<file path="src/hdl/hpsr_pkg.sv">
package hpsr_pkg;
  // register byte addresses (printed offsets are not all multiples of four)
  localparam logic [7:0] IDX_USC = 8'h1F;
  localparam logic [7:0] IDX_SUSP = 8'h4D;
  localparam logic [7:0] IDX_RES = 8'h4E;
  localparam logic [7:0] IDX_DIFF = 8'h4F;
  localparam logic [9:0] ADDR_USC = {IDX_USC, 2'b00};
  localparam logic [9:0] ADDR_SUSP = {IDX_SUSP, 2'b00};
  localparam logic [9:0] ADDR_RES = {IDX_RES, 2'b00};
  localparam logic [9:0] ADDR_DIFF = {IDX_DIFF, 2'b00};
  // field positions
  localparam int BIT_RWAKE = 7;
  localparam int BIT_ACT = 3;
  localparam int BIT_DM = 4;
  localparam int BIT_DP = 5;
  localparam int BIT_EPMODE = 6;
  localparam int BIT_EPSIZE = 7;
  localparam logic [7:0] RESET_VAL = 8'h00;
  // upstream force codes
  localparam logic [2:0] FC_NONE = 3'h0;
  localparam logic [2:0] FC_J = 3'h1;
  localparam logic [2:0] FC_K = 3'h2;
  localparam logic [2:0] FC_SE0 = 3'h3;
  localparam logic [2:0] FC_LOW = 3'h4;
  localparam logic [2:0] FC_ZP = 3'h5;
  localparam logic [2:0] FC_ZM = 3'h6;
  localparam logic [2:0] FC_ZZ = 3'h7;
  // wake hold-off
  localparam int CLK_MHZ = 100;
  localparam int HOLDOFF_US = 1000;
  localparam int HOLDOFF_CYC = HOLDOFF_US * CLK_MHZ;
endpackage

</file>
<file path="src/hdl/hpsr_ctrl.sv">
`timescale 1ns/1ps
// Summary of operation
// - diff bit is one when plus exceeds minus
// - no repeated traffic to suspended ports
// - block foreign resume to suspended ports
// - port resume: reflect K, status, interrupt
// - disconnect clears port suspend bit
// - remote wakeup bit gates connect resume
// - remote wakeup resume always propagated
// - suspend and resume registers clear on resets
// - resume bits read-only, upper bits zero
// - clearing suspend clears resume and K
// - hub-suspend resume: K up, wake, interrupt
// - wake holds firmware at least 1 ms
// - upstream force code drives lines
// - upstream control clears on reset
// - activity flag sticky, write zero clears
// - status bits show upstream line levels
// - endpoint bits steer serial engine
// - EOP on downstream at EOF1
module hpsr_ctrl #(
  parameter int PORTS = 4,
  parameter int HOLDOFF_CYCLES = hpsr_pkg::HOLDOFF_CYC
) (
  input wire logic clk_sys_in,
  input wire logic reset_n_in,
  input wire logic bus_reset_in,
  input wire logic [9:0] avs_address_in,
  input wire logic avs_read_in,
  input wire logic avs_write_in,
  input wire logic [31:0] avs_writedata_in,
  output logic [31:0] avs_readdata_out,
  output logic avs_waitrequest_out,
  input wire logic [PORTS-1:0] ds_dp_in,
  input wire logic [PORTS-1:0] ds_dm_in,
  input wire logic [PORTS-1:0] ds_connected_in,
  input wire logic [PORTS-1:0] ds_repeat_in,
  output logic [PORTS-1:0] ds_repeat_out,
  output logic [PORTS-1:0] ds_resume_k_out,
  input wire logic eof1_in,
  output logic ds_eop_out,
  input wire logic hub_suspended_in,
  input wire logic us_resume_in,
  output logic us_resume_k_out,
  output logic wake_out,
  output logic fw_hold_out,
  output logic hub_irq_out,
  input wire logic se_activity_in,
  input wire logic se_dp_in,
  input wire logic se_dm_in,
  input wire logic se_oe_in,
  input wire logic us_dp_in,
  input wire logic us_dm_in,
  output logic us_dp_out,
  output logic us_dm_out,
  output logic us_dp_oe_out,
  output logic us_dm_oe_out,
  output logic ep_size_out,
  output logic ep_mode_out
);
  logic [7:0] usc_q;
  logic [7:0] usc_d;
  logic [PORTS-1:0] susp_q;
  logic [PORTS-1:0] susp_d;
  logic rwake_q;
  logic rwake_d;
  logic [PORTS-1:0] res_q;
  logic [PORTS-1:0] res_d;
  logic [PORTS-1:0] conn_q;
  logic [PORTS-1:0] diff_q;
  logic ack_q;
  logic [31:0] rdata_q;
  logic irq_q;
  logic hold_q;
  logic [31:0] hold_cnt_q;
  logic wake_q;
  logic eop_q;
  logic [PORTS-1:0] k_state;
  logic [PORTS-1:0] diff_state;
  logic [PORTS-1:0] res_new;
  logic [PORTS-1:0] conn_evt;
  logic [PORTS-1:0] disc;
  logic any_res;
  logic conn_wake;
  logic wake_evt;
  logic req;
  logic wr_en;
  logic rd_en;
  logic hit_usc;
  logic hit_susp;
  logic hit_res;
  logic hit_diff;
  logic [7:0] rd_mux;
  logic [7:0] wd;
  logic [2:0] fc;

  // bus decode, one wait cycle then acknowledge
  assign req = avs_read_in | avs_write_in;
  assign wr_en = avs_write_in & ack_q;
  assign rd_en = avs_read_in & ~ack_q;
  assign avs_waitrequest_out = req & ~ack_q;
  assign avs_readdata_out = rdata_q;
  assign wd = avs_writedata_in[7:0];
  assign hit_usc = avs_address_in == hpsr_pkg::ADDR_USC;
  assign hit_susp = avs_address_in == hpsr_pkg::ADDR_SUSP;
  assign hit_res = avs_address_in == hpsr_pkg::ADDR_RES;
  assign hit_diff = avs_address_in == hpsr_pkg::ADDR_DIFF;

  // per-port line state
  genvar gi;
  generate
    for (gi = 0; gi < PORTS; gi++)
    begin : g_port
      // K is minus high, plus low
      assign k_state[gi] = ds_dm_in[gi] & ~ds_dp_in[gi];
      assign diff_state[gi] = ds_dp_in[gi] ^ ds_dm_in[gi];
      // resume seen on a suspended port
      assign res_new[gi] = susp_q[gi] & k_state[gi];
      assign disc[gi] = conn_q[gi] & ~ds_connected_in[gi];
      assign conn_evt[gi] = conn_q[gi] ^ ds_connected_in[gi];
    end
  endgenerate

  // gate repeater; own resume still reflected
  assign ds_repeat_out = ds_repeat_in & ~susp_q;
  // hardware K only while suspend bit holds
  assign ds_resume_k_out = res_q & susp_q;
  assign any_res = |res_new;
  // connect change resume gated by wakeup bit
  assign conn_wake = rwake_q & (|conn_evt);
  assign wake_evt = hub_suspended_in & (any_res | conn_wake | us_resume_in);
  assign us_resume_k_out = wake_q;
  assign wake_out = wake_q;
  assign fw_hold_out = hold_q;
  assign hub_irq_out = irq_q;
  assign ds_eop_out = eop_q;
  assign ep_size_out = usc_q[hpsr_pkg::BIT_EPSIZE];
  assign ep_mode_out = usc_q[hpsr_pkg::BIT_EPMODE];

  // register next values
  always_comb
  begin
    usc_d = usc_q;
    susp_d = susp_q;
    rwake_d = rwake_q;
    if (wr_en && hit_usc)
    begin
      usc_d[2:0] = wd[2:0];
      usc_d[7:6] = wd[7:6];
      usc_d[hpsr_pkg::BIT_ACT] = usc_q[hpsr_pkg::BIT_ACT] & wd[hpsr_pkg::BIT_ACT];
    end
    if (se_activity_in)
      usc_d[hpsr_pkg::BIT_ACT] = 1'b1;
    usc_d[hpsr_pkg::BIT_DM] = us_dm_in;
    usc_d[hpsr_pkg::BIT_DP] = us_dp_in;
    if (wr_en && hit_susp)
    begin
      susp_d = wd[PORTS-1:0];
      rwake_d = wd[hpsr_pkg::BIT_RWAKE];
    end
    susp_d = susp_d & ~disc;
    res_d = (res_q | res_new) & susp_d;
  end

  // read data mux
  always_comb
  begin
    rd_mux = hpsr_pkg::RESET_VAL;
    if (hit_usc)
      rd_mux = usc_q;
    else if (hit_susp)
      rd_mux = {rwake_q, 3'h0, susp_q};
    else if (hit_res)
      rd_mux = {4'h0, res_q};
    else if (hit_diff)
      rd_mux = {4'h0, diff_q};
  end

  assign fc = usc_q[2:0];
  always_comb
  begin
    us_dp_out = se_dp_in;
    us_dm_out = se_dm_in;
    us_dp_oe_out = se_oe_in;
    us_dm_oe_out = se_oe_in;
    case (fc)
      hpsr_pkg::FC_NONE:
      begin
        us_dp_out = se_dp_in;
      end
      hpsr_pkg::FC_J:
      begin
        us_dp_out = 1'b1;
        us_dm_out = 1'b0;
        us_dp_oe_out = 1'b1;
        us_dm_oe_out = 1'b1;
      end
      hpsr_pkg::FC_K:
      begin
        us_dp_out = 1'b0;
        us_dm_out = 1'b1;
        us_dp_oe_out = 1'b1;
        us_dm_oe_out = 1'b1;
      end
      hpsr_pkg::FC_SE0, hpsr_pkg::FC_LOW:
      begin
        us_dp_out = 1'b0;
        us_dm_out = 1'b0;
        us_dp_oe_out = 1'b1;
        us_dm_oe_out = 1'b1;
      end
      hpsr_pkg::FC_ZP:
      begin
        us_dp_out = 1'b0;
        us_dm_out = 1'b0;
        us_dp_oe_out = 1'b0;
        us_dm_oe_out = 1'b1;
      end
      hpsr_pkg::FC_ZM:
      begin
        us_dp_out = 1'b0;
        us_dm_out = 1'b0;
        us_dp_oe_out = 1'b1;
        us_dm_oe_out = 1'b0;
      end
      hpsr_pkg::FC_ZZ:
      begin
        us_dp_out = 1'b0;
        us_dm_out = 1'b0;
        us_dp_oe_out = 1'b0;
        us_dm_oe_out = 1'b0;
      end
      default:
      begin
        us_dp_out = se_dp_in;
      end
    endcase
  end

  // bus handshake and read data
  always_ff @(posedge clk_sys_in or negedge reset_n_in)
  begin
    if (!reset_n_in)
    begin
      ack_q <= 1'b0;
      rdata_q <= 32'h0000_0000;
    end
    else
    begin
      ack_q <= req & ~ack_q;
      if (rd_en)
        rdata_q <= {24'h00_0000, rd_mux};
    end
  end

  always_ff @(posedge clk_sys_in or negedge reset_n_in)
  begin
    if (!reset_n_in)
      usc_q <= hpsr_pkg::RESET_VAL;
    else
      usc_q <= usc_d;
  end

  // suspend and resume clear on both resets
  always_ff @(posedge clk_sys_in or negedge reset_n_in)
  begin
    if (!reset_n_in)
    begin
      susp_q <= '0;
      rwake_q <= 1'b0;
      res_q <= '0;
    end
    else if (bus_reset_in)
    begin
      susp_q <= '0;
      rwake_q <= 1'b0;
      res_q <= '0;
    end
    else
    begin
      susp_q <= susp_d;
      rwake_q <= rwake_d;
      res_q <= res_d;
    end
  end

  // line samples, interrupt and EOF1 end-of-packet
  always_ff @(posedge clk_sys_in or negedge reset_n_in)
  begin
    if (!reset_n_in)
    begin
      conn_q <= '0;
      diff_q <= '0;
      irq_q <= 1'b0;
      eop_q <= 1'b0;
    end
    else
    begin
      conn_q <= ds_connected_in;
      diff_q <= (diff_q & ~diff_state) | (ds_dp_in & diff_state);
      irq_q <= any_res | wake_evt;
      eop_q <= eof1_in;
    end
  end

  always_ff @(posedge clk_sys_in or negedge reset_n_in)
  begin
    if (!reset_n_in)
    begin
      wake_q <= 1'b0;
      hold_q <= 1'b0;
      hold_cnt_q <= 32'h0000_0000;
    end
    else if (wake_evt)
    begin
      wake_q <= 1'b1;
      hold_q <= 1'b1;
      hold_cnt_q <= 32'(HOLDOFF_CYCLES);
    end
    else if (hold_q)
    begin
      wake_q <= 1'b0;
      hold_cnt_q <= hold_cnt_q - 32'h0000_0001;
      if (hold_cnt_q <= 32'h0000_0001)
        hold_q <= 1'b0;
    end
    else
      wake_q <= 1'b0;
  end
endmodule // hpsr_ctrl

</file>
<file path="config.mk">
export PLATFORM = sky130hd
export DESIGN_NAME = hpsr_ctrl
export DESIGN_NICKNAME = d
export VERILOG_FILES = /design/src/hdl/hpsr_pkg.sv /design/src/hdl/hpsr_ctrl.sv
export SDC_FILE = /design/constraint.sdc
export NUM_CORES = 1
export LEC_CHECK = 0
export BUFFER_PORTS_ARGS = -buffer_cell sky130_fd_sc_hd__buf_4
export CORE_UTILIZATION = 35
export DETAILED_ROUTE_END_ITERATION = 8
export HOLD_SLACK_MARGIN = 0.06
export RECOVER_POWER = 25
export SYNTH_ARGS = -nofsm -noshare
export SYNTH_HDL_FRONTEND = slang
export SYNTH_SLANG_ARGS = --single-unit
</file>
<file path="constraint.sdc">
create_clock -name clk_sys_in -period 3.1 [get_ports clk_sys_in]
set_input_delay 0.62 -clock clk_sys_in [delete_from_list [all_inputs] [get_ports clk_sys_in]]
set_output_delay 0.62 -clock clk_sys_in [all_outputs]
set_load 0.05 [all_outputs]
</file>
### Word level (Yosys, flattened, before mapping)

Index checks and enable logic that the tools add are counted.

* register bits after elaboration: 70
* output and inout bits: 52

* add/subtract/negate cells: 1
* muxes and demuxes: 21
* reduce and logical (&&, ||, !) cells: 14
* equal/unequal tests: 11
* order comparisons: 1
* bitwise gates (word level): 50

Operators with widths (number)
* two-way mux 32 bit: 2
* <= comparator 32 x 1 -> 1 bit (second input constant): 1
* subtractor 32 x 1 -> 32 bit (second input constant): 1
* == test 10 x 9 -> 1 bit (second input constant): 3
* bitwise AND 4 bit: 6
* two-way mux 4 bit: 6
* bitwise AND 1 bit: 18
* two-way mux 8 bit: 2
* == test 3 bit (second input constant): 4
* inverter 4 bit: 3
* OR reduction 6 bit: 2
* == test 10 x 7 -> 1 bit (second input constant): 1
* OR reduction 5 bit: 2
* inverter 1 bit: 9
* bitwise OR 4 bit: 2
* OR reduction 4 bit: 2
* XOR 1 bit: 8
* two-way mux 1 bit: 7
* == test 3 x 2 -> 1 bit (second input constant): 2
* case mux 1 bit (2 select lines): 3
* nonzero test 2 bit: 3
* bitwise OR 1 bit: 4
* OR reduction 2 bit: 2
* == test 3 x 1 -> 1 bit (second input constant): 1
* other kinds (3): 4

### Logic depth before layout (Yosys ltp)

* depth after elaboration: 8
* gate-level depth with buffers: 8

### Least setup slack after synthesis

OpenSTA, ideal clock, no wires.

* path kind: input port to flip-flop
* start point: input ds_dp_in[3]
* end point: register hold_cnt_q[14]
* path slack: 0.730 ns
* path buffers: 1
* stages: 8
* required time: 3.020 ns
* library setup time: 0.080 ns
* arrival: 2.290 ns
* path through: inv_1 ha_1 a22oi_1 nand2_1 o31ai_2 clkinv_1 buf_1 a21oi_1

* word-level cells in the longest chain between the ends: 8
* elaborated cells between the ends (all ways): 9

RTL lines
* from (decl): RTL line hpsr_ctrl.sv:34 `input wire logic [PORTS-1:0] ds_dp_in,`
* inverter 1 bit *: RTL line hpsr_ctrl.sv:115 `assign k_state[gi] = ds_dm_in[gi] & ~ds_dp_in[gi];`
* bitwise AND 1 bit *: RTL line hpsr_ctrl.sv:115
* bitwise AND 1 bit *: RTL line hpsr_ctrl.sv:118 `assign res_new[gi] = susp_q[gi] & k_state[gi];`
* OR reduction 4 bit *: RTL line hpsr_ctrl.sv:128 `assign any_res = |res_new;`
* bitwise OR 1 bit * (2 in series): RTL line hpsr_ctrl.sv:131 `assign wake_evt = hub_suspended_in & (any_res | conn_wake | us_resume_in);`
* bitwise AND 1 bit *: RTL line hpsr_ctrl.sv:131
* two-way mux 32 bit / nonzero test 2 bit (equally long branches)
* to (signal assigned): RTL line hpsr_ctrl.sv:318 `hold_cnt_q <= 32'(HOLDOFF_CYCLES);`
* to (signal assigned): RTL line hpsr_ctrl.sv:323 `hold_cnt_q <= hold_cnt_q - 32'h0000_0001;`
* to (decl): RTL line hpsr_ctrl.sv:75 `logic [31:0] hold_cnt_q;`

Every way passes the cells marked *; elsewhere a longest branch is shown, timed or not.
A chain may end at the register's enable or synchronous reset.

### Final worst setup path

* start point: register hold_q (netlist: fw_hold_out)
* end point: register hold_cnt_q[11]

* word-level cells in the longest chain between the ends: 1

RTL lines
* from (decl): RTL line hpsr_ctrl.sv:74 `logic hold_q;`
* from (signal assigned): RTL line hpsr_ctrl.sv:311 `hold_q <= 1'b0;`
* from (signal assigned): RTL line hpsr_ctrl.sv:317 `hold_q <= 1'b1;`
* from (signal assigned): RTL line hpsr_ctrl.sv:325 `hold_q <= 1'b0;`
* nonzero test 2 bit (no source line)

No other way between the ends.

==> run_results.csv <==
group,metric,value,unit
outcome,violations,"max-capacitance violations, max-slew violations",
layout,syn_to_final_growth,20.5,%
routing,route.detailed.drc,0,
power,vdd_drop_max,0.000189,V
sta,maxSlewViolCount,71,
routing,vias_per_cell,4.82,
clocking,hold_buffers,0,
yosys,synth_top_family_by_area,"simple AND/OR/NAND/NOR gates",
power,powerDensity,469,nW/um^2
global_routing,overflow,0,
yosys,synth-xor-area-share,5.47,%
floorplan,fp.dieH,105,um
place,gp_congestion,0.780,
floorplan,die_area,10900,um^2
clocking,path_clk_slew,0.08,ns
setup_path,arrival,2.48,ns
yosys,synth_mux_area_share,3.84,%
power,p_sw,0.000658,W
yosys,yosysWarningCount,0,
clocking,cts_buffers,9,
setup_path,ff2ff_setup_slack,0.84,ns
yosys,yosys.area_share.adder,3.40,%
setup_path,path_class,"reg -> reg",
floorplan,start_util,35.8,%
global_routing,grtUsageTotal,15.4,%
routing,first_pass_iters,4,
global_routing,antenna_found_initial,0,
power,seq_power_share,49.6,%
yosys,ys_async_sr_fraction,100,%
layout,n_antenna_cell,0,
sta,clock-skew-final,0.00841,ns
place,dp_hpwl,5620,um
clocking,cts_max_path_buffers,2,
yosys,synthDistinctLibCells,47,
sta,finalHoldViolCount,0,
sta,period_needed,2.26,ns
yosys,avgSynthCellArea,10.1,um^2
layout,final_common_cell,"dfrtp_1",
power,pwr-share-clk,31.3,%
power,switching_share,31.6,%
clocking,htree_levels,3,
routing,ant_nets,0,
clocking,cts_tree,"built",
clocking,cts_resized,0,
global_routing,grt_max_degree,71,
floorplan,io_pins,124,
yosys,synth_cells,364,
sta,fmax,443,MHz
sta,setup-tns-final,0,ns
yosys,yosys-top-cells-area,"dfrtp_1 (48%), buf_4 (5.3%), xnor2_1 (4.5%)",
min_path,hp-start,"us_dm_in",
sta,finalSetupViolations,0,
yosys,synth-seq-cells,70,
power,intPower,0.00142,W
routing,finalWirelength,7820,um
layout,drive_gt1_share,26.6,%
setup_path,cp-startpoint,"fw_hold_out",
sta,finalCritPeriodShare,72.9,%
yosys,synth-simple-area-share,23.1,%
clocking,clock-sinks,70,
setup_path,cp_data_required_time,3.32,ns
clocking,cts_setup_buffers,0,
clocking,clock_latency,0.34,ns
yosys,synth_largest_area_cell,"dfrtp_1",
yosys,yosysSeqAreaShare,47.6,%
layout,finalNetCount,520,
setup_path,reg2reg_from,"fw_hold_out",
setup_path,worstPathMaxFanout,9,
yosys,synth_ff_type,"dfrtp_1",
routing,dr.first_iter.drc_count,99,
place,placed_cells,563,
clocking,clock-root-buffer,"clkbuf_8",
power,p_leak,2.01,nW
min_path,min_path_cells,1,
setup_path,r2r_cells,5,
routing,vias,2790,
global_routing,first_global_vias,2761,
layout,instances_no_fill,579,
min_path,hold_end,"usc_q[4]",
setup_path,start_kind,"register",
yosys,synth-edff-count,0,
floorplan,fp-row-count,37,
place,port-buffer-count,73,
sta,maxSlewHeadroom,-17.7,%
flow_run,cap_viol_max_count,1,
sta,worst_pin_slew,1.77,ns
layout,final_cell_mix,"dfrtp_1 (70), buf_4 (63), nor2_1 (39)",
floorplan,die_w,105,um
yosys,synth-compound-area-share,8.53,%
setup_path,critPathCaptureType,"register",
outcome,status,"finished with violations",
routing,wire_per_inst,13.5,um
yosys,yosysTopAreaCellShare,47.6,%
sta,rsz0062_at_grt,"no",
layout,fin_util,43.2,%
setup_path,rr_endpoint,"hold_cnt_q[11]",
floorplan,coreArea,10300,um^2
yosys,syn-cell-area,3680,um^2
min_path,min_path_type,"in -> reg",
power,combPwrFrac,19.1,%
global_routing,grt_pass1_wl,13500,um
## power groups by stage
| stage | logic [W] | clock network, W | registers (W) |
|---|---|---|---|
| after floorplan | 0.000295 | 0 | 0.00104 |
| after CTS | 0.000402 | 0.000673 | 0.00103 |
| final | 0.000397 | 0.000652 | 0.00103 |
| after global placement | 0.000396 | 0 | 0.00104 |
| after detailed placement | 0.000399 | 0 | 0.00105 |
| after global routing | 0.000446 | 0.000722 | 0.00104 |
## worst max-delay path: stages (launching register included)
cell     delay (ns)
dfrtp_1        0.50
nor4b_2        0.52
nand3_1        0.41
or4_1          0.53
xor2_1         0.15
nor2_1         0.05
## synthesized netlist by cell type (all sizes together) (2+ instances only)
| cell type | instances |
|---|---|
| a21oi | 16 |
| a22o | 3 |
| a22oi | 6 |
| and2 | 6 |
| buf | 32 |
| clkbuf | 4 |
| dfrtp | 70 |
| ha | 10 |
| inv | 11 |
| mux2 | 9 |
| mux2i | 4 |
| nand2 | 25 |
| nand2b | 4 |
| nand3 | 8 |
| nand4 | 2 |
| nand4b | 2 |
| nor2 | 43 |
| nor2b | 6 |
| nor3 | 16 |
| nor4 | 13 |
| o21ai | 15 |
| o221ai | 4 |
| o31ai | 2 |
| or2 | 3 |
| or3 | 9 |
| or4 | 7 |
| xnor2 | 19 |
| xor2 | 4 |
## routing by layer
metal	GRT usage [%]	vias to the layer above	share of wire, %
li1	-	1371	-
met1	20.9	1343	47
met2	24.5	71	48
met3	4.62	5	5.1
met4	3.32	0	0.56
met5	0	-	0
## kinds of logic (layout without fill, tap and decap cells)
logic type      Yosys count  in the layout
compound gates           50             50
xor+xnor                 23             23
fa+ha+maj                10             10
buf+inv                  48            104
flops                    70             70
mux                      13             13
other cells               1             24
simple gates            149            149
## final cells by class
type / instances / area [um^2]
Clock buffer: 12 / 145
Clock inverter: 4 / 22.5
Fill cell: 1030 / 5840
Inverter: 12 / 45.0
Multi-Input combinational cell: 269 / 1720
Sequential cell: 70 / 1750
Tap cell: 136 / 170
Timing Repair Buffer: 76 / 581
## metrics by stage
step	area, um^2	total power (W)	hold WS [ns]	worst slack [ns]
after floorplan	3770	0.00134	0.324	0.730
after global placement	4270	0.00144	0.445	0.617
after detailed placement	4270	0.00145	0.466	0.584
after CTS	4440	0.00211	0.376	0.824
after global routing	4440	0.00221	0.380	0.626
final	4440	0.00208	0.411	0.841
## registers in the layout, indices dropped and copies added (netlist names), named ones only
signal            count
avs_readdata_out      8
hub_irq_out           1
ds_eop_out            1
conn_q                4
fw_hold_out           1
hold_cnt_q           32
susp_q                4
us_resume_k_out       1
ack_q                 1
res_q                 4
rwake_q               1
usc_q                 8
## worst max-delay path by stage
| stage | end | slack [ns] | cells after the start |
|---|---|---|---|
| 5_1_grt | hold_cnt_q[11] | 0.63 | 5 |
| 2_1_floorplan | hold_cnt_q[14] | 0.73 | 8 |
| 6_report | hold_cnt_q[11] | 0.84 | 5 |
| 4_1_cts | hold_cnt_q[11] | 0.82 | 5 |
| 3_5_place_dp | hold_cnt_q[12] | 0.58 | 9 |
| 3_3_place_gp | hold_cnt_q[4] | 0.62 | 9 |
(Power assumes the default switching activity.)
